## src/verilog/fesp_defs.svh

```systemverilog
// Constants of the flash card host sequencer: timing, command codes, bit positions, map.
// Assumes a 25 MHz clock and a card bus sampled through two flip-flops.
`ifndef FESP_DEFS_SVH
`define FESP_DEFS_SVH

// ----------------------------------------------------------------------------
// Timing
// ----------------------------------------------------------------------------
`define FESP_CLK_NS     40
`define FESP_T_ACC_NS   150
`define FESP_RD_CYC     ((`FESP_T_ACC_NS + `FESP_CLK_NS - 1) / `FESP_CLK_NS)
`define FESP_SYNC_LAT   2
`define FESP_RD_END     (`FESP_RD_CYC + `FESP_SYNC_LAT + 1)
`define FESP_WR_SETUP   1
`define FESP_WR_PULSE   2
`define FESP_WR_END     (`FESP_WR_SETUP + `FESP_WR_PULSE + 1)

// ----------------------------------------------------------------------------
// Device command codes (low byte; doubled in word mode)
// ----------------------------------------------------------------------------
`define FESP_CMD_SETUP    8'h20
`define FESP_CMD_CONFIRM  8'hD0
`define FESP_CMD_SUSPEND  8'hB0
`define FESP_CMD_RESUME   8'hD0
`define FESP_CMD_RDARRAY  8'hFF
`define FESP_CMD_RDSTAT   8'h70

// ----------------------------------------------------------------------------
// Device status bits (upper byte adds the offset)
// ----------------------------------------------------------------------------
`define FESP_SB_READY   7
`define FESP_SB_SUSP    6
`define FESP_SB_ERASE   5
`define FESP_SB_WRITE   4
`define FESP_SB_VPP     3
`define FESP_SB_UPPER   8
`define FESP_BLK_LSB    16

// ----------------------------------------------------------------------------
// Controller register indices and fields
// ----------------------------------------------------------------------------
`define FESP_R_CTRL     4'h0
`define FESP_R_ADDR     4'h1
`define FESP_R_CMD      4'h2
`define FESP_R_STATUS   4'h3
`define FESP_R_RDATA    4'h4
`define FESP_R_DEVSTAT  4'h5
`define FESP_R_IRQSTAT  4'h6
`define FESP_R_IRQMASK  4'h7
`define FESP_C_WORD     0
`define FESP_C_AUTORA   1
`define FESP_C_USEPIN   2
`define FESP_C_SLEEP    3
`define FESP_I_DONE     0
`define FESP_I_ERR      1
`define FESP_I_REFUSED  2

`endif

```

## src/verilog/fesp_pkg.sv

```systemverilog
// Types of the flash card host sequencer.
// Assumes nothing beyond the constants header.
package fesp_pkg;
  typedef enum logic [3:0] {
    OP_ERASE, OP_WAIT, OP_SUSPEND, OP_RESUME, OP_READARR,
    OP_RDSTAT, OP_CLEAR, OP_READ, OP_SLEEP
  } fesp_op_e;
  typedef enum {ST_IDLE, ST_STEP, ST_BUSW, ST_BUSR, ST_PIN, ST_WAKE} fesp_state_e;
  typedef enum {ACT_WR, ACT_RD, ACT_POLL, ACT_PIN, ACT_WAKE, ACT_END} fesp_act_e;
endpackage

```

## src/verilog/fesp_sync.sv

```systemverilog
// Two-flop synchroniser, one chain per bit.
// Assumes inputs arrive asynchronously from card pins.
module fesp_sync #(
  parameter int W = 17
) (
  input  wire logic         clk,
  input  wire logic         rst_n,
  input  wire logic [W-1:0] asyncIn,
  output logic      [W-1:0] syncOut
);
  // ----------------------------------------------------------------------------
  // Chains
  // ----------------------------------------------------------------------------
  logic [W-1:0] meta_q;

  for (genvar i = 0; i < W; i++) begin : g_bit
    // First flop feeds only the second
    always_ff @(posedge clk) begin
      if (!rst_n) begin
        meta_q[i]  <= 1'b0;
        syncOut[i] <= 1'b0;
      end else begin
        meta_q[i]  <= asyncIn[i];
        syncOut[i] <= meta_q[i];
      end
    end
  end
endmodule

```

## src/verilog/fesp_host.sv

```systemverilog
// Host-side sequencer that drives a flash memory card over its parallel pins.
// Assumes software on a plain register port and a card whose pins are asynchronous.
//
// Notes on behaviour
// - Suspend/resume codes single or doubled per width
// - Word mode ready needs bits 7 and 15
// - Read-array command after the final erase
// - Low supply failure blocks erase until clear
// - Completion by status polling or ready pin
// - Standby keeps both card enables high
// - Wait recovery after waking devices
// - Write needs write and card enable low
// - Erase needs setup then confirm command
//
// Decided for this implementation: the strobed register port and the address map.
`include "fesp_defs.svh"
module fesp_host import fesp_pkg::*; #(
  parameter int                ADDR_W     = 26,
  parameter logic [7:0]        CLEAR_CMD  = 8'h50,
  parameter logic [ADDR_W-1:0] SLEEP_ADDR = '0,
  parameter int                WAKE_CYC   = 64
) (
  input  wire logic              clk,
  input  wire logic              rst_n,
  input  wire logic [3:0]        regAddr,
  input  wire logic [31:0]       regWdata,
  input  wire logic              regWr,
  input  wire logic              regRd,
  output logic      [31:0]       regRdata,
  output logic                   irq,
  output logic                   cardEnableLowN,
  output logic                   cardEnableHighN,
  output logic                   outEnableN,
  output logic                   writeEnableN,
  output logic      [ADDR_W-1:0] cardAddr,
  output logic      [15:0]       dqOut,
  output logic                   dqDriveN,
  input  wire logic [15:0]       dqIn,
  input  wire logic              readyBusyPin
);

  // ----------------------------------------------------------------------------
  // Helpers
  // ----------------------------------------------------------------------------
  // Command word for the current width
  function automatic logic [15:0] cmdWord(input logic [7:0] code, input logic word);
    cmdWord = word ? {code, code} : {8'h00, code};
  endfunction

  // A status bit set in every active byte
  function automatic logic bothSet(input logic [15:0] s, input int b, input logic word);
    bothSet = s[b] && (!word || s[b + `FESP_SB_UPPER]);
  endfunction

  // ----------------------------------------------------------------------------
  // State
  // ----------------------------------------------------------------------------
  fesp_state_e       stateQ;
  fesp_op_e          opQ;
  fesp_act_e         act;
  logic [2:0]        stepQ;
  logic [15:0]       cntQ;
  logic [ADDR_W-1:0] busAddrQ;
  logic [ADDR_W-1:0] reqAddrQ;
  logic [ADDR_W-1:0] suspAddrQ;
  logic [15:0]       busDataQ;
  logic [15:0]       readDataQ;
  logic [15:0]       devStatQ;
  logic [3:0]        ctrlQ;
  logic [2:0]        irqStatQ;
  logic [2:0]        irqStatD;
  logic [2:0]        irqMaskQ;
  logic              eraseActiveQ;
  logic              suspendedQ;
  logic              vppLockQ;
  logic              failQ;
  logic [7:0]        actCode;
  logic              actSleep;
  logic [16:0]       syncBus;
  logic [15:0]       dqSync;
  logic              rdySync;
  logic              wordMode;
  logic              cmdStart;
  logic              refuse;
  logic              finish;
  logic              statErr;
  logic              sameBlock;
  logic              rdEnd;
  logic              wrEnd;

  assign wordMode  = ctrlQ[`FESP_C_WORD];
  assign cmdStart  = regWr && (regAddr == `FESP_R_CMD);
  assign finish    = (stateQ == ST_STEP) && (act == ACT_END);
  assign rdEnd     = (stateQ == ST_BUSR) && (cntQ == 16'(`FESP_RD_END));
  assign wrEnd     = (stateQ == ST_BUSW) && (cntQ == 16'(`FESP_WR_END));
  assign dqSync    = syncBus[15:0];
  assign rdySync   = syncBus[16];
  assign sameBlock = (reqAddrQ[ADDR_W-1:`FESP_BLK_LSB] == suspAddrQ[ADDR_W-1:`FESP_BLK_LSB]);

  // Card data and ready pin cross into the clock domain
  fesp_sync #(.W(17)) u_sync (
    .clk     (clk),
    .rst_n   (rst_n),
    .asyncIn ({readyBusyPin, dqIn}),
    .syncOut (syncBus)
  );

  // ----------------------------------------------------------------------------
  // Command acceptance
  // ----------------------------------------------------------------------------
  // Refuse commands the card would not take in its present condition
  always_comb begin
    refuse = (stateQ != ST_IDLE) || (regWdata[3:0] > 4'(OP_SLEEP));
    unique case (regWdata[3:0])
      4'(OP_ERASE):   refuse = refuse || vppLockQ || suspendedQ || eraseActiveQ;
      4'(OP_SUSPEND): refuse = refuse || !eraseActiveQ || suspendedQ;
      4'(OP_RESUME):  refuse = refuse || !suspendedQ;
      4'(OP_READ):    refuse = refuse || (suspendedQ && sameBlock);
      4'(OP_READARR), 4'(OP_RDSTAT): refuse = refuse;
      default:        refuse = refuse || suspendedQ;
    endcase
  end

  // ----------------------------------------------------------------------------
  // Step table: what each operation does at each step
  // ----------------------------------------------------------------------------
  always_comb begin
    act      = ACT_END;
    actCode  = `FESP_CMD_RDARRAY;
    actSleep = 1'b0;
    unique case (opQ)
      OP_ERASE: begin
        // Two-step sequence: setup then confirm
        if (stepQ == 3'd0) begin act = ACT_WR; actCode = `FESP_CMD_SETUP; end
        else if (stepQ == 3'd1) begin act = ACT_WR; actCode = `FESP_CMD_CONFIRM; end
      end
      OP_WAIT: begin
        if (stepQ == 3'd0) begin act = ACT_WR; actCode = `FESP_CMD_RDSTAT; end
        else if (stepQ == 3'd1) act = ctrlQ[`FESP_C_USEPIN] ? ACT_PIN : ACT_POLL;
        else if (stepQ == 3'd2) act = ACT_RD;
        else if (stepQ == 3'd3 && ctrlQ[`FESP_C_AUTORA]) act = ACT_WR;
      end
      OP_SUSPEND: begin
        if (stepQ == 3'd0) begin act = ACT_WR; actCode = `FESP_CMD_SUSPEND; end
        else if (stepQ == 3'd1) act = ACT_POLL;
      end
      OP_RESUME: begin
        if (stepQ == 3'd0) begin act = ACT_WR; actCode = `FESP_CMD_RESUME; end
        else if (stepQ == 3'd1) act = ACT_POLL;
      end
      OP_READARR: if (stepQ == 3'd0) act = ACT_WR;
      OP_RDSTAT: begin
        if (stepQ == 3'd0) begin act = ACT_WR; actCode = `FESP_CMD_RDSTAT; end
        else if (stepQ == 3'd1) act = ACT_RD;
      end
      OP_CLEAR: if (stepQ == 3'd0) begin act = ACT_WR; actCode = CLEAR_CMD; end
      OP_READ: if (stepQ == 3'd0) act = ACT_RD;
      OP_SLEEP: begin
        if (stepQ == 3'd0) begin act = ACT_WR; actSleep = 1'b1; end
        else if (stepQ == 3'd1 && !ctrlQ[`FESP_C_SLEEP]) act = ACT_WAKE;
      end
    endcase
  end

  // ----------------------------------------------------------------------------
  // Sequencer
  // ----------------------------------------------------------------------------
  // Walks the steps of the current operation and times each bus cycle
  always_ff @(posedge clk) begin
    if (!rst_n) begin
      stateQ   <= ST_IDLE;
      opQ      <= OP_READARR;
      stepQ    <= 3'd0;
      cntQ     <= 16'h0000;
      busAddrQ <= '0;
      busDataQ <= 16'h0000;
    end else begin
      cntQ <= cntQ + 16'h0001;
      unique case (stateQ)
        ST_IDLE: begin
          if (cmdStart && !refuse) begin
            opQ    <= fesp_op_e'(regWdata[3:0]);
            stepQ  <= 3'd0;
            stateQ <= ST_STEP;
          end
        end
        ST_STEP: begin
          cntQ     <= 16'h0000;
          busAddrQ <= actSleep ? SLEEP_ADDR : reqAddrQ;
          busDataQ <= actSleep ? {15'h0000, ctrlQ[`FESP_C_SLEEP]} : cmdWord(actCode, wordMode);
          unique case (act)
            ACT_WR:           stateQ <= ST_BUSW;
            ACT_RD, ACT_POLL: stateQ <= ST_BUSR;
            ACT_PIN:          stateQ <= ST_PIN;
            ACT_WAKE:         stateQ <= ST_WAKE;
            ACT_END:          stateQ <= ST_IDLE;
          endcase
        end
        ST_BUSW: begin
          if (wrEnd) begin
            stepQ  <= stepQ + 3'd1;
            stateQ <= ST_STEP;
          end
        end
        ST_BUSR: begin
          // A poll read repeats until every active byte reports ready
          if (rdEnd) begin
            if (act != ACT_POLL || bothSet(dqSync, `FESP_SB_READY, wordMode))
              stepQ <= stepQ + 3'd1;
            stateQ <= ST_STEP;
          end
        end
        ST_PIN: begin
          if (rdySync) begin
            stepQ  <= stepQ + 3'd1;
            stateQ <= ST_STEP;
          end
        end
        ST_WAKE: begin
          if (cntQ == 16'(WAKE_CYC - 1)) stateQ <= ST_IDLE;
        end
      endcase
    end
  end

  // ----------------------------------------------------------------------------
  // Card pins
  // ----------------------------------------------------------------------------
  // Enables sit high whenever no bus cycle runs, inhibiting stray writes
  always_ff @(posedge clk) begin
    if (!rst_n) begin
      cardEnableLowN  <= 1'b1;
      cardEnableHighN <= 1'b1;
      outEnableN      <= 1'b1;
      writeEnableN    <= 1'b1;
      dqDriveN        <= 1'b1;
      cardAddr        <= '0;
      dqOut           <= 16'h0000;
    end else begin
      cardEnableLowN  <= !(stateQ == ST_BUSW || stateQ == ST_BUSR);
      cardEnableHighN <= !((stateQ == ST_BUSW || stateQ == ST_BUSR) && wordMode);
      outEnableN      <= !(stateQ == ST_BUSR);
      dqDriveN        <= !(stateQ == ST_BUSW);
      writeEnableN    <= !(stateQ == ST_BUSW && cntQ >= 16'(`FESP_WR_SETUP) &&
                           cntQ < 16'(`FESP_WR_SETUP + `FESP_WR_PULSE));
      cardAddr        <= busAddrQ;
      dqOut           <= busDataQ;
    end
  end

  // ----------------------------------------------------------------------------
  // Captured data and card condition
  // ----------------------------------------------------------------------------
  // Status words feed the error checks; array words go to software
  always_ff @(posedge clk) begin
    if (!rst_n) begin
      readDataQ <= 16'h0000;
      devStatQ  <= 16'h0000;
    end else if (rdEnd) begin
      readDataQ <= dqSync;
      if (opQ != OP_READ) devStatQ <= dqSync;
    end
  end

  assign statErr = finish && (opQ == OP_WAIT || opQ == OP_RESUME || opQ == OP_RDSTAT) &&
                   (devStatQ[`FESP_SB_VPP] || devStatQ[`FESP_SB_ERASE] ||
                    devStatQ[`FESP_SB_VPP + `FESP_SB_UPPER] ||
                    devStatQ[`FESP_SB_ERASE + `FESP_SB_UPPER]);

  // Erase, suspension and lock flags; after reset the card is in array read mode
  always_ff @(posedge clk) begin
    if (!rst_n) begin
      eraseActiveQ <= 1'b0;
      suspendedQ   <= 1'b0;
      vppLockQ     <= 1'b0;
      failQ        <= 1'b0;
      suspAddrQ    <= '0;
    end else if (finish) begin
      unique case (opQ)
        OP_ERASE:   eraseActiveQ <= 1'b1;
        OP_WAIT:    eraseActiveQ <= 1'b0;
        OP_SUSPEND: begin
          suspendedQ <= bothSet(devStatQ, `FESP_SB_SUSP, wordMode);
          suspAddrQ  <= reqAddrQ;
          if (!bothSet(devStatQ, `FESP_SB_SUSP, wordMode)) eraseActiveQ <= 1'b0;
        end
        OP_RESUME:  suspendedQ <= 1'b0;
        OP_CLEAR: begin
          vppLockQ <= 1'b0;
          failQ    <= 1'b0;
        end
        default: begin
        end
      endcase
      // Supply failure locks out erase until status is cleared
      if (statErr && (devStatQ[`FESP_SB_VPP] || devStatQ[`FESP_SB_VPP + `FESP_SB_UPPER]))
        vppLockQ <= 1'b1;
      if (statErr) failQ <= 1'b1;
    end
  end

  // ----------------------------------------------------------------------------
  // Register port
  // ----------------------------------------------------------------------------
  // Software writes of control, address and mask
  always_ff @(posedge clk) begin
    if (!rst_n) begin
      ctrlQ    <= 4'h0;
      reqAddrQ <= '0;
      irqMaskQ <= 3'h0;
    end else if (regWr) begin
      if (regAddr == `FESP_R_CTRL) ctrlQ <= regWdata[3:0];
      if (regAddr == `FESP_R_ADDR && stateQ == ST_IDLE) reqAddrQ <= regWdata[ADDR_W-1:0];
      if (regAddr == `FESP_R_IRQMASK) irqMaskQ <= regWdata[2:0];
    end
  end

  // Read data stand only in the cycle after the strobe
  always_ff @(posedge clk) begin
    if (!rst_n) regRdata <= 32'h0000_0000;
    else if (!regRd) regRdata <= 32'h0000_0000;
    else begin
      unique case (regAddr)
        `FESP_R_CTRL:    regRdata <= {28'h000_0000, ctrlQ};
        `FESP_R_ADDR:    regRdata <= 32'(reqAddrQ);
        `FESP_R_STATUS:  regRdata <= {27'h000_0000, failQ, vppLockQ, suspendedQ,
                                      eraseActiveQ, stateQ != ST_IDLE};
        `FESP_R_RDATA:   regRdata <= {16'h0000, readDataQ};
        `FESP_R_DEVSTAT: regRdata <= {16'h0000, devStatQ};
        `FESP_R_IRQSTAT: regRdata <= {29'h0000_0000, irqStatQ};
        `FESP_R_IRQMASK: regRdata <= {29'h0000_0000, irqMaskQ};
        default:         regRdata <= 32'h0000_0000;
      endcase
    end
  end

  // ----------------------------------------------------------------------------
  // Interrupts
  // ----------------------------------------------------------------------------
  // Sticky events, cleared by reading; a new event wins over the clear
  always_comb begin
    irqStatD = irqStatQ;
    if (regRd && regAddr == `FESP_R_IRQSTAT) irqStatD = 3'h0;
    if (finish) irqStatD[`FESP_I_DONE] = 1'b1;
    if (statErr) irqStatD[`FESP_I_ERR] = 1'b1;
    if (cmdStart && refuse) irqStatD[`FESP_I_REFUSED] = 1'b1;
  end

  always_ff @(posedge clk) begin
    if (!rst_n) begin
      irqStatQ <= 3'h0;
      irq      <= 1'b0;
    end else begin
      irqStatQ <= irqStatD;
      irq      <= |(irqStatD & irqMaskQ);
    end
  end
endmodule

```

## config.mk

```make
export PLATFORM = sky130hd
export DESIGN_NAME = fesp_host
export DESIGN_NICKNAME = d
export VERILOG_FILES = /design/src/verilog/fesp_pkg.sv /design/src/verilog/fesp_sync.sv /design/src/verilog/fesp_host.sv
export VERILOG_INCLUDE_DIRS = /design/src /design/src/verilog
export SDC_FILE = /design/constraint.sdc
export NUM_CORES = 1
export LEC_CHECK = 0
export BUFFER_PORTS_ARGS = -buffer_cell sky130_fd_sc_hd__buf_4
export CAP_MARGIN = 10
export CORE_AREA = 2 2 148 150
export CTS_CLUSTER_SIZE = 16
export DETAILED_ROUTE_END_ITERATION = 10
export DIE_AREA = 0 0 150 152
export PLACE_DENSITY = 0.69
export SLEW_MARGIN = 10
export SYNTH_ARGS = -nofsm -noshare
export SYNTH_HDL_FRONTEND = slang
export SYNTH_SLANG_ARGS = --single-unit
```

## constraint.sdc

```tcl
create_clock -name clk -period 4.2 [get_ports clk]
set_clock_uncertainty 0.05 [all_clocks]
set_input_delay 0.42 -clock clk [delete_from_list [all_inputs] [get_ports clk]]
set_output_delay 0.42 -clock clk [all_outputs]
set_load 0.01 [all_outputs]
```

After elaboration in Yosys (flattened, before gate mapping)
Cells that the tools add are included.
{ "word_totals": {"input_bits": 57, "register_bits": 309} }
{ "op_classes": {"mux": 53, "eq_ne": 50, "n_reduce_logical": 81, "addsub": 2, "magnitude_cmp": 3, "bitwise_logic": 2} }
{ "op_table": {"columns": ["operator", "n"], "rows": [
  ["one-hot mux 32 bit (7 select lines)", 1],
  ["equality test 32 x 3 -> 1 bit (second input constant)", 6],
  ["one-hot mux 32 bit (6 select lines)", 1],
  ["one-hot mux 26 bit (7 select lines)", 1],
  ["equality test 32 x 2 -> 1 bit (second input constant)", 5],
  ["2-to-1 mux 32 bit", 5],
  ["one-hot mux 32 bit (5 select lines)", 1],
  ["zero test 32 bit", 3],
  ["equality test 32 x 1 -> 1 bit (second input constant)", 2],
  ["2-to-1 mux 3 bit", 19],
  ["equality test 4 x 3 -> 1 bit (second input constant)", 11],
  ["one-hot mux 8 bit (5 select lines)", 1],
  ["equality test 16 x 3 -> 1 bit (second input constant)", 2],
  ["equality test 32 x 4 -> 1 bit (second input constant)", 1],
  ["2-to-1 mux 16 bit", 2],
  ["inequality test 32 x 3 -> 1 bit (second input constant)", 1],
  ["nonzero test 32 bit", 1],
  ["2-to-1 mux 26 bit", 1],
  ["equality test 4 x 2 -> 1 bit (second input constant)", 6],
  ["2-to-1 mux 8 bit", 3],
  ["AND reduction 2 bit", 10],
  ["logical AND 1 bit", 19],
  ["logical OR 1 bit", 19],
  ["adder 16 x 1 -> 16 bit (second input constant)", 1],
  ["other kinds (33)", 69]
]} }

Longest topological paths before layout
Gate-level depths: netlist (run 1).
{ "logic_depth": {"word_depth": 14, "depth_mapped": 9, "depth_no_buf": 8} }

Cells and area by module
From an unflattened synthesis (run 1), not the netlist that was laid out.
{ "hier_totals": {"hier_cells": 1010, "hier_area_um2": 9684.3} }
{ "modules_own_cells": {"columns": ["module", "area_per_inst_um2", "seq_area_each_um2", "cells_per_inst", "instances"], "rows": [
  ["fesp_host", 8733.4, 4284.1, 939, 1],
  ["fesp_sync", 950.9, 680.7, 71, 1]
]} }

Least setup slack after synthesis (run 1)
OpenSTA, ideal clock, no wires.
{ "synth_path": {"kind": "reg2reg", "from": "register stepQ[0]", "to": "register stepQ[0]", "t_arrival_ps": 2278, "setup_slack_ps": 1800, "stages_incl_launch_ff": 9, "t_required_ps": 4078, "path_cell_list": "dfxtp_1 > inv_1 > ha_1 > or3b_1 > or2_1 > a2111oi_4 > a311oi_4 > a221oi_2 > mux2i_1"} }
{ "synth_between": {"elab_chain_cells": 11} }
{ "synth_lines": {"columns": ["element", "line", "source"], "rows": [
  ["start, declared", "fesp_host.sv:61", "logic [2:0] stepQ;"],
  ["start signal, assigned", "fesp_host.sv:201", "stepQ <= stepQ + 3'd1;"],
  ["start signal, assigned", "fesp_host.sv:209", "stepQ <= stepQ + 3'd1;"],
  ["start signal, assigned", "fesp_host.sv:215", "stepQ <= stepQ + 3'd1;"],
  ["equality test 3 x 2 -> 1 bit", "fesp_host.sv:141", "else if (stepQ == 3'd3 && ctrlQ[`FESP_C_AUTORA]) act = ACT_WR;"],
  ["logical AND 1 bit", "fesp_host.sv:141", null],
  ["2-to-1 mux 3 bit", "fesp_host.sv:141", null],
  ["2-to-1 mux 3 bit", "fesp_host.sv:140", "else if (stepQ == 3'd2) act = ACT_RD;"],
  ["2-to-1 mux 3 bit", "fesp_host.sv:139", "else if (stepQ == 3'd1) act = ctrlQ[`FESP_C_USEPIN] ? ACT_PIN : ACT_POLL;"],
  ["2-to-1 mux 3 bit", "fesp_host.sv:138", "if (stepQ == 3'd0) begin act = ACT_WR; actCode = `FESP_CMD_RDSTAT; end"],
  ["one-hot mux 32 bit (7 select lines)", "fesp_host.sv:131", "unique case (opQ)"],
  ["inequality test 32 x 3 -> 1 bit", "fesp_host.sv:208", "if (act != ACT_POLL || bothSet(dqSync, `FESP_SB_READY, wordMode))"],
  ["logical OR 1 bit", "fesp_host.sv:208", null],
  ["inequality test 2 bit (no source line)", null, null],
  ["AND reduction 6 bit (no source line)", null, null]
]} }
Several ways; a longest one is shown, not always the timed one. The select of a mux whose other input is x is not followed.
A chain may end at the register's enable or synchronous reset.

Worst setup path in the final report (run 1)
{ "layout_path": {"from": "register cntQ[10]", "to": "register devStatQ[8]"} }
{ "layout_between": {"elab_chain_cells": 3} }
{ "layout_lines": {"columns": ["element", "line", "source"], "rows": [
  ["start, declared", "fesp_host.sv:62", "logic [15:0] cntQ;"],
  ["start signal, assigned", "fesp_host.sv:178", "cntQ <= cntQ + 16'h0001;"],
  ["equality test 16 x 3 -> 1 bit", "fesp_host.sv:94", "assign rdEnd = (stateQ == ST_BUSR) && (cntQ == 16'(`FESP_RD_END));"],
  ["logical AND 1 bit", "fesp_host.sv:94", null],
  ["AND reduction 2 bit (no source line)", null, null],
  ["end signal, assigned", "fesp_host.sv:261", "if (opQ != OP_READ) devStatQ <= dqSync;"],
  ["end, declared", "fesp_host.sv:68", "logic [15:0] devStatQ;"]
]} }
No other way between the ends.

==> metrics.txt, run 1 <==
Yosys top cell by area dfxtp_1; Seq cells post-synth 248; Critical Path AT 3140 ps; min Tclk post-route 2810 ps; Worst setup SP type flip-flop; FP Rows 54; Reg2Reg Depth 7; Peak Freq 356 MHz; area delta synth->final 21.8%; M1 GR Usage around 26%; GRT Util Overall 18.5%; final estimated routing congestion in global placement 0.884; GR peak layer met2; total of cells resized after clock tree synthesis 0; fillers 1963; Mapped Area 9350 sq um; Crit. End Element flip-flop; post-place setup slack 1380 ps; Design Area, Final 11400 sq um; grt ovf 0; final worst setup slack 1390 ps; critical path launch point cntQ[10]$_SDFF_PP0_; Max Buffers Root-to-Sink 3; ys flop type dfxtp_1; Synth Area per Inst between 9 and 10 sq um; Die W approximately 150 um; vias per cell around 5.1; CP required 4530 ps; DR pass1 iterations 8; final hold violation count 0; Netlist cell types 69; met2 Usage GRT 28.7%; Reg area 4960 sq um; share of the synthesized area in the top cell type between 50 and 60%; crit path max fanout 17; wire per inst 15.8 um; Final nets 1132; port bufs 124; fin crit share 67.0%; DR iter-0 viols approximately 380; Hold/Removal Path Class primary input to flip-flop; Worst VDD drop 0.000230 V; met3 Usage GRT 2.91%; R2R setup slack roughly 1400 ps; top cells by area, synth dfxtp_1 53%, mux2i_1 5.7%, and2_1 5.6%; Critical Path End devStatQ[8]$_SDFFE_PN0P_; Multi-input gate area 4020 sq um; Synth async-reset ratio 0%; die area 22800 sq um; Die Span Y 152 um; most frequent cells in the layout 248 x dfxtp_1, 135 x buf_4, 100 x nor2_1; Least-Margin Pin Slew 1090 ps; setup TNS 0 ps; final count of negative-setup-slack endpoints 0; commonest non-fill, non-tap cell in the layout dfxtp_1; Clock Pin Slew Worst Setup and Hold Paths ~60 ps; hold buffers post-CTS 0; root buffer cell clkbuf_16; Inserted Diodes 0; Static Leak 4.73 nW; Worst R2R End devStatQ[8]$_SDFFE_PN0P_; Pwr Density 448 nW/um^2; cts bufs inserted 26; clock latency on the worst-skew pair 520 ps; Clock Sinks 248; ratio of cells with drive above 1 in the final layout 18.5%; sequential area share after synthesis 53.1%; Core Area 21400 sq um; DP Area 10400 sq um; synth warn 0; Mapped Cells around 970; Relative slew margins 27.3%; detailed placer's ending HPWL 14600 um; Vias 6990; vias in the first global route ~6600; first-pass GRT wire length approximately 34000 um; I/O pins 137; status finished clean; drt total wl 21600 um; Post-CTS Setup Inserts 0; Max Transition Viols Final 0; Setup CP Type flip-flop to flip-flop; initial antenna violation count 0; H-tree levels 1; Initial Util around 44%; CTS tree done; largest net degree at the start of global routing 62; DRC violations left 0; worst hold slack 53.8 ps; worst r2r src cntQ[10]$_SDFF_PP0_; Post-synth EDFFs 0; # Max-Cap Violations 0; number of nets with antenna violations after routing 0; setup repair after global routing missed its margin false
## cells by family (layout without fill, tap and decap cells)
group | after synthesis | in the layout | share of synthesized area (%)
flip-flops | 248 | 248 | 53.1
XOR/XNOR | 24 | 24 | 2.25
other | 1 | 6 | 0.0401
multiplexers | 56 | 56 | 6.04
AND/OR/NAND/NOR | 386 | 386 | 20.7
buffers and inverters | 87 | 202 | 4.26
AO/OA/AOI/OAI | 155 | 155 | 12.5
adder cells (fa/ha/maj) | 9 | 9 | 1.20
## sequential cells by signal, summed over array words and instances, names as in the netlist, 17 cells and up
| signal | cells |
|---|---|
| cardAddr | 26 |
| busAddrQ | 26 |
| u_sync.meta_q | 17 |
| reqAddrQ | 26 |
| u_sync.syncOut | 17 |
| regRdata | 26 |
## metrics by stage
| stage | util, % | std cells | total power, mW |
|---|---|---|---|
| after floorplan | - | 971 | 2.55 |
| after global placement | 48.8 | 1318 | 2.63 |
| after detailed placement | 48.8 | 1318 | 2.63 |
| after CTS | 53.4 | 1366 | 5.15 |
| after global routing | 53.4 | 1366 | 5.26 |
| final | 53.4 | 1366 | 5.10 |
## cell type report
class / instances / share of cell area (%)
timing repair buffer: 135 / 8.90
clock buffer: 38 / 7.17
multi-input combinational: 636 / 35.2
inverter: 19 / 0.637
clock inverter: 10 / 1.38
tap: 280 / 3.08
sequential: 248 / 43.6
## power by group
part           total, mW  switching (mW)  leakage (nW)  internal (mW)
sequential          2.40          0.0196          2.01           2.38
combinational      0.179           0.107          2.24         0.0725
clock               2.53           0.934         0.487           1.59
total               5.10            1.06          4.73           4.04
## worst max-delay path: stages, from the launching register on
cell	delay, ps
dfxtp_1	360
nor4_2	340
nand4_1	210
or3_1	850
a31o_1	370
buf_4	220
mux2i_1	190
nor2_1	60
## how the worst min path moves through the flow
stage / from / end / slack [ps] / cells after the start
after floorplan: u_sync.meta_q[0]$_SDFF_PN0_ / u_sync.syncOut[0]$_SDFF_PN0_ / 360 / 1
after global placement: u_sync.meta_q[9]$_SDFF_PN0_ / u_sync.syncOut[9]$_SDFF_PN0_ / 370 / 1
after detailed placement: u_sync.meta_q[11]$_SDFF_PN0_ / u_sync.syncOut[11]$_SDFF_PN0_ / 370 / 1
after CTS: dqIn[15] / u_sync.meta_q[15]$_SDFF_PN0_ / 40 / 2
after global routing: dqIn[10] / u_sync.meta_q[10]$_SDFF_PN0_ / 40 / 2
final: dqIn[15] / u_sync.meta_q[15]$_SDFF_PN0_ / 50 / 2
## metal layers
| layer | share of wire, % | vias to the layer above |
|---|---|---|
| met4 | 3.5 | 0 |
| met3 | 5.8 | 49 |
| met1 | 47 | 3196 |
| li1 | - | 3522 |
| met2 | 44 | 223 |
| met5 | 0 | - |
## synth_stat cells (12+ instances only)
| cell | instances |
|---|---|
| xnor2_1 | 16 |
| mux2i_1 | 53 |
| nand3_1 | 26 |
| and2_1 | 83 |
| a22o_1 | 29 |
| nor2_1 | 101 |
| buf_4 | 12 |
| dfxtp_1 | 248 |
| nand2_1 | 98 |
| clkbuf_1 | 49 |
| o21ai_0 | 15 |
| inv_1 | 19 |
| a222oi_1 | 13 |
| a21oi_1 | 46 |
Power figures use the tool's default switching activity.
==> inputs of run 2 (changes only) <==
clock period = 2.8 ns   (was 4.2 ns; I/O delays follow)
==> run 2 against run 1 <==
Worst hold slack lost 26 ps. Non-clock buffer count up 52. First-iteration DRC count up 27%. Global-route usage up 0.51 points. Clock-buffer cell count shrank 3. Clock power rose by 44%. Sequential share of layout area decreased by 1.7 points. Critical path depth grew 1. Setup slack got worse by 1200 ps. Critical path type unchanged. Largest cell class unchanged. Largest power group unchanged.
==> metrics.txt, run 2 (synthesis results as in run 1) <==
crit path max fanout 8; Clock Sinks about 250; Inserted Diodes 0; Static Leak a little under 5 nW; DP Area 10500 sq um; CTS tree done; die area between 20000 and 25000 sq um; Setup CP Type flip-flop to flip-flop; status finished clean; GRT Util Overall 19.0%; worst-path cell chain inv_1, ha_1, or3b_1, or2_1, a2111oi_4, a311oi_4, a221oi_2, mux2i_1; cts bufs inserted 26; final count of negative-setup-slack endpoints 0; Critical Path AT ~3000 ps; worst r2r src stepQ[0]$_SDFFE_PN0P_; Max Buffers Root-to-Sink 3; Initial Util 43.8%; Final nets 1184; Reg2Reg Depth 8; detailed placer's ending HPWL 14800 um; initial antenna violation count 0; Hold/Removal Path Class primary input to flip-flop; hold path start regWdata[1]; final estimated routing congestion in global placement 0.931; fillers around 1900; clock latency on the worst-skew pair roughly 530 ps; Die W 150 um; first-pass GRT wire length roughly 36000 um; commonest non-fill, non-tap cell in the layout dfxtp_1; # Max-Cap Violations 0; port bufs about 120; setup TNS 0 ps; hold buffers post-CTS 42; critical path launch point stepQ[0]$_SDFFE_PN0P_; Post-CTS Setup Inserts 0; vias in the first global route 6986; H-tree levels 1; Design Area, Final 11900 sq um; area delta synth->final 26.7%; root buffer cell clkbuf_16; DR pass1 iterations 7; min Tclk post-route 2600 ps; setup repair after global routing missed its margin false; ratio of cells with drive above 1 in the final layout a little under a fifth; Vias 7252; fin crit share 92.9%; DR iter-0 viols ~480; most frequent cells in the layout 248 x dfxtp_1, 145 x buf_4, 100 x nor2_1; Worst setup SP type flip-flop; drt total wl 22100 um; power consumption 7.57 mW; Hold Path Depth 3; CP required 3200 ps; final hold violation count 0; Slowest Stage Delay on Critical Path 430 ps; Crit. End Element flip-flop; Max Transition Viols Final 0; I/O pins 137; number of nets with antenna violations after routing 0; wire per inst 15.6 um; DRC violations left 0; Worst VDD drop 0.000398 V; grt ovf 0; vias per cell between 5 and 6; Least-Margin Pin Slew between 1000 and 1500 ps; Layout Cells excl Fill 1418; total of cells resized after clock tree synthesis 0; Crit-path slowest cell a221oi_2; Die Span Y 152 um; Pwr Density around 640 nW/um^2; Relative slew margins 33.3%; FP Rows 54; Peak Freq 385 MHz; Inst Count DP 1328; Core Area 21400 sq um; Clock Pin Slew Worst Setup and Hold Paths about 60 ps; largest net degree at the start of global routing 72
==> run 2: cell count changes in the layout (fill, tap and decap cells not counted) <==
cell	before	now
buf_4	135	145
clkbuf_1	1	2
clkbuf_16	27	26
clkbuf_8	10	7
clkinv_2	5	4
clkinv_4	1	0
clkinv_8	0	1
clkinvlp_4	0	4
dlygate4sd3_1	0	42
inv_2	0	1
inv_6	1	0
==> run 2: per-stage QoR <==
stage	setup slack [ps]	hold slack (ps)	util, %
after global routing	25.2	30.6	55.5
after global placement	260	366	49.1
after CTS	189	3.01	55.5
final	200	28.2	55.5
after detailed placement	196	367	49.1
after floorplan	400	357	-
==> run 2: path summary, 6_finish.rpt <==
| kind | to | slack (ps) |
|---|---|---|
| worst max-delay path | stepQ[0]$_SDFFE_PN0P_ | 200 |
| worst min register to register | u_sync.syncOut[9]$_SDFF_PN0_ | 380 |
| worst max register to register | stepQ[0]$_SDFFE_PN0P_ | 200 |
| worst min-delay path | reqAddrQ[1]$_SDFFE_PN0P_ | 30 |
==> run 2: power breakdown <==
group	leakage, nW	switching [mW]	internal [mW]
logic	2.47	0.172	0.149
clock network	0.453	1.39	2.26
registers	2.01	0.0283	3.57
total	4.93	1.59	5.98
==> run 2: area by class of cell <==
cell class | instances | area (sq um) | share of cell area [%]
sequential | 248 | 4960 | 41.9
multi-input combinational | 636 | 4020 | 33.9
timing repair buffer | 187 | 1510 | 12.7
clock buffer | 35 | 754 | 6.37
tap | 280 | 350 | 2.96
clock inverter | 13 | 186 | 1.57
inverter | 19 | 71.3 | 0.602
==> run 2: worst max-delay path: cells and delay by family, from the launching register on <==
kind / cells / cell delay, ps
AO/OA/AOI/OAI: 3 / 890
flip-flops: 1 / 370
buffers and inverters: 1 / 100
multiplexers: 1 / 220
AND/OR/NAND/NOR: 2 / 660
adder cells (fa/ha/maj): 1 / 240
==> run 2: per-layer routing <==
metal | vias to the layer above | global-route usage (%) | routed length [um]
met5 | - | 0 | 0
met3 | 45 | 3.51 | 1330
met4 | 0 | 7.19 | 816
met2 | 227 | 30.3 | 9950
met1 | 3362 | 25.6 | 10000
li1 | 3618 | - | -
==> inputs of run 3 (changes only) <==
PLACE_DENSITY = 0.68   (was 0.69)
SETUP_SLACK_MARGIN = 0.3   (was default)
==> run 3 against run 2 <==
Sequential share of layout area up 0.11 points. Core utilization decreased by 0.065 points. Largest power group is now sequential cells. Combinational power grew 2%. Final cell count grew 0.56%. Maximum frequency up 7.3%. Setup slack better by 180 ps. Routed wire length up 0.88%.
==> metrics.txt, run 3 (synthesis results as in run 1) <==
status finished clean; root buffer cell clkbuf_16; drt total wl 22300 um; vias per cell approximately 5.1; clock share of power around 45%; setup repair after global routing missed its margin true; Final nets about 1200; Reg area 4970 sq um; worst hold slack 18.7 ps; die area 22800 sq um; Setup CP Type flip-flop to flip-flop; port bufs 124; Initial Util 43.8%; area delta synth->final 26.6%; Worst VDD drop 0.000414 V; grt ovf 0; first-pass GRT wire length 35300 um; DRC violations left 0; cts bufs inserted 26; initial antenna violation count 0; DR pass1 iterations 5; largest net degree at the start of global routing 56; detailed placer's ending HPWL 15000 um; crit path max fanout 6; Max Transition Viols Final 0; Switch Pwr 1.57 mW; Net Sw Frac a little over a fifth; Worst setup SP type flip-flop; worst-path cell chain inv_2, ha_2, or3b_4, or2_4, a2111oi_4, a311oi_4, a221oi_4, mux2i_1; Pwr Density ~610 nW/um^2; FP Rows 54; DR iter-0 viols roughly 440; clock latency on the worst-skew pair 530 ps; number of nets with antenna violations after routing 0; Clock Sinks 248; Hold/Removal Path Class primary input to flip-flop; Core Area 21400 sq um; ratio of cells with drive above 1 in the final layout 19.5%; Die Span Y ~150 um; I/O pins roughly 140; Crit-path slowest cell or3b_4; wire per inst between 15 and 20 um; Crit. End Element flip-flop; most frequent cells in the layout 244 x dfxtp_1, 153 x buf_4, 100 x nor2_1; Int Pwr around 5.6 mW; GRT Util Overall 18.9%; setup TNS 0 ps; CTS tree done; fillers 1920; Clock Pin Slew Worst Setup and Hold Paths 60 ps; commonest non-fill, non-tap cell in the layout dfxtp_1; Inserted Diodes 0; CP required 3190 ps; Vias between 7000 and 8000; final count of negative-setup-slack endpoints 0; delay-heaviest family, CP compound AO/OA/AOI/OAI gates; fin crit share 86.5%; final estimated routing congestion in global placement 0.969; Max Buffers Root-to-Sink 3; vias in the first global route 6904; Die W 150 um; Slowest Stage Delay on Critical Path 390 ps; min Tclk post-route about 2400 ps; Relative slew margins 56.9%; Static Leak between 4 and 5 nW; Multi-input gate area 4070 sq um; # Max-Cap Violations 0; Peak Freq approximately 410 MHz; H-tree levels 1; Least-Margin Pin Slew 642 ps; Worst Path Buf+Inv 1; combinational share of power 4.5%; final hold violation count 0; Critical Path AT 2820 ps; Seq pwr share 50.1%
## run 3: cell count changes in the layout (fill, tap and decap cells not counted), moves of 2 or more
cell / delta
inv_2: +2
dfxtp_2: +3
dfxtp_1: -4
bufinv_16: -3
buf_4: +8
inv_1: -2
clkbuf_8: -6
clkbuf_1: +7
clkinv_2: +4
ha_1: -2
clkinvlp_4: -3
## run 3: metrics by stage
step / utilization (%) / cells / total power, mW / setup slack, ps / instance area, sq um
finish: 55.4 / 1426 / 7.18 / 378 / 11800
global route: 55.4 / 1426 / 7.43 / 260 / 11800
CTS: 55.2 / 1425 / 7.25 / 293 / 11800
detailed placement: 49.3 / 1332 / 3.95 / 150 / 10500
global placement: 49.3 / 1332 / 3.95 / 263 / 10500
floorplan: - / 971 / 3.83 / 400 / 9370
## run 3: what timing repair did
action	CTS	global route
gates resized for setup	8	9
endpoints found under the hold margin	43	0
setup endpoints to repair	11	19
setup buffers	3	1
cloned	0	0
pin swaps	5	4
hold buffers	42	0
## run 3: area by class of cell
cell class	count	share of cell area (%)
timing repair buffer	195	13.3
inverter	19	0.602
clock inverter	11	0.729
tap	280	2.96
clock buffer	37	6.11
multi-input combinational	636	34.3
sequential	248	42.0
## run 3: worst paths after layout
| path | startpoint | end | slack [ps] | depth (start not counted) |
|---|---|---|---|---|
| min | regWdata[0] | opQ[0]$_SDFFE_PN0P_ | 20 | 3 |
| max | stepQ[1]$_SDFFE_PN0P_ | stepQ[0]$_SDFFE_PN0P_ | 380 | 8 |
| min reg2reg | u_sync.meta_q[14]$_SDFF_PN0_ | u_sync.syncOut[14]$_SDFF_PN0_ | 380 | 1 |
| max reg2reg | stepQ[1]$_SDFFE_PN0P_ | stepQ[0]$_SDFFE_PN0P_ | 380 | 8 |
## run 3: worst register-to-register path: stages, from the launching register on
cell and delay [ps]:
dfxtp_2 320, inv_2 70, ha_2 190, or3b_4 390, or2_4 250, a2111oi_4 360
a311oi_4 110, a221oi_4 370, mux2i_1 230
## run 3: power groups by stage
stage	registers, mW	logic [mW]	clock network, mW
after floorplan	3.67	0.166	0
after global placement	3.68	0.272	0
after detailed placement	3.68	0.276	0
after CTS	3.60	0.325	3.33
after global routing	3.60	0.359	3.47
final	3.60	0.326	3.26
## run 3: per-layer routing
metal | up-vias | track usage [%] | routed length, um
met4 | 0 | 6.51 | 609
met1 | 3343 | 26.2 | 10400
li1 | 3652 | - | -
met3 | 43 | 2.97 | 1250
met2 | 214 | 29.8 | 10000
met5 | - | 0 | 0
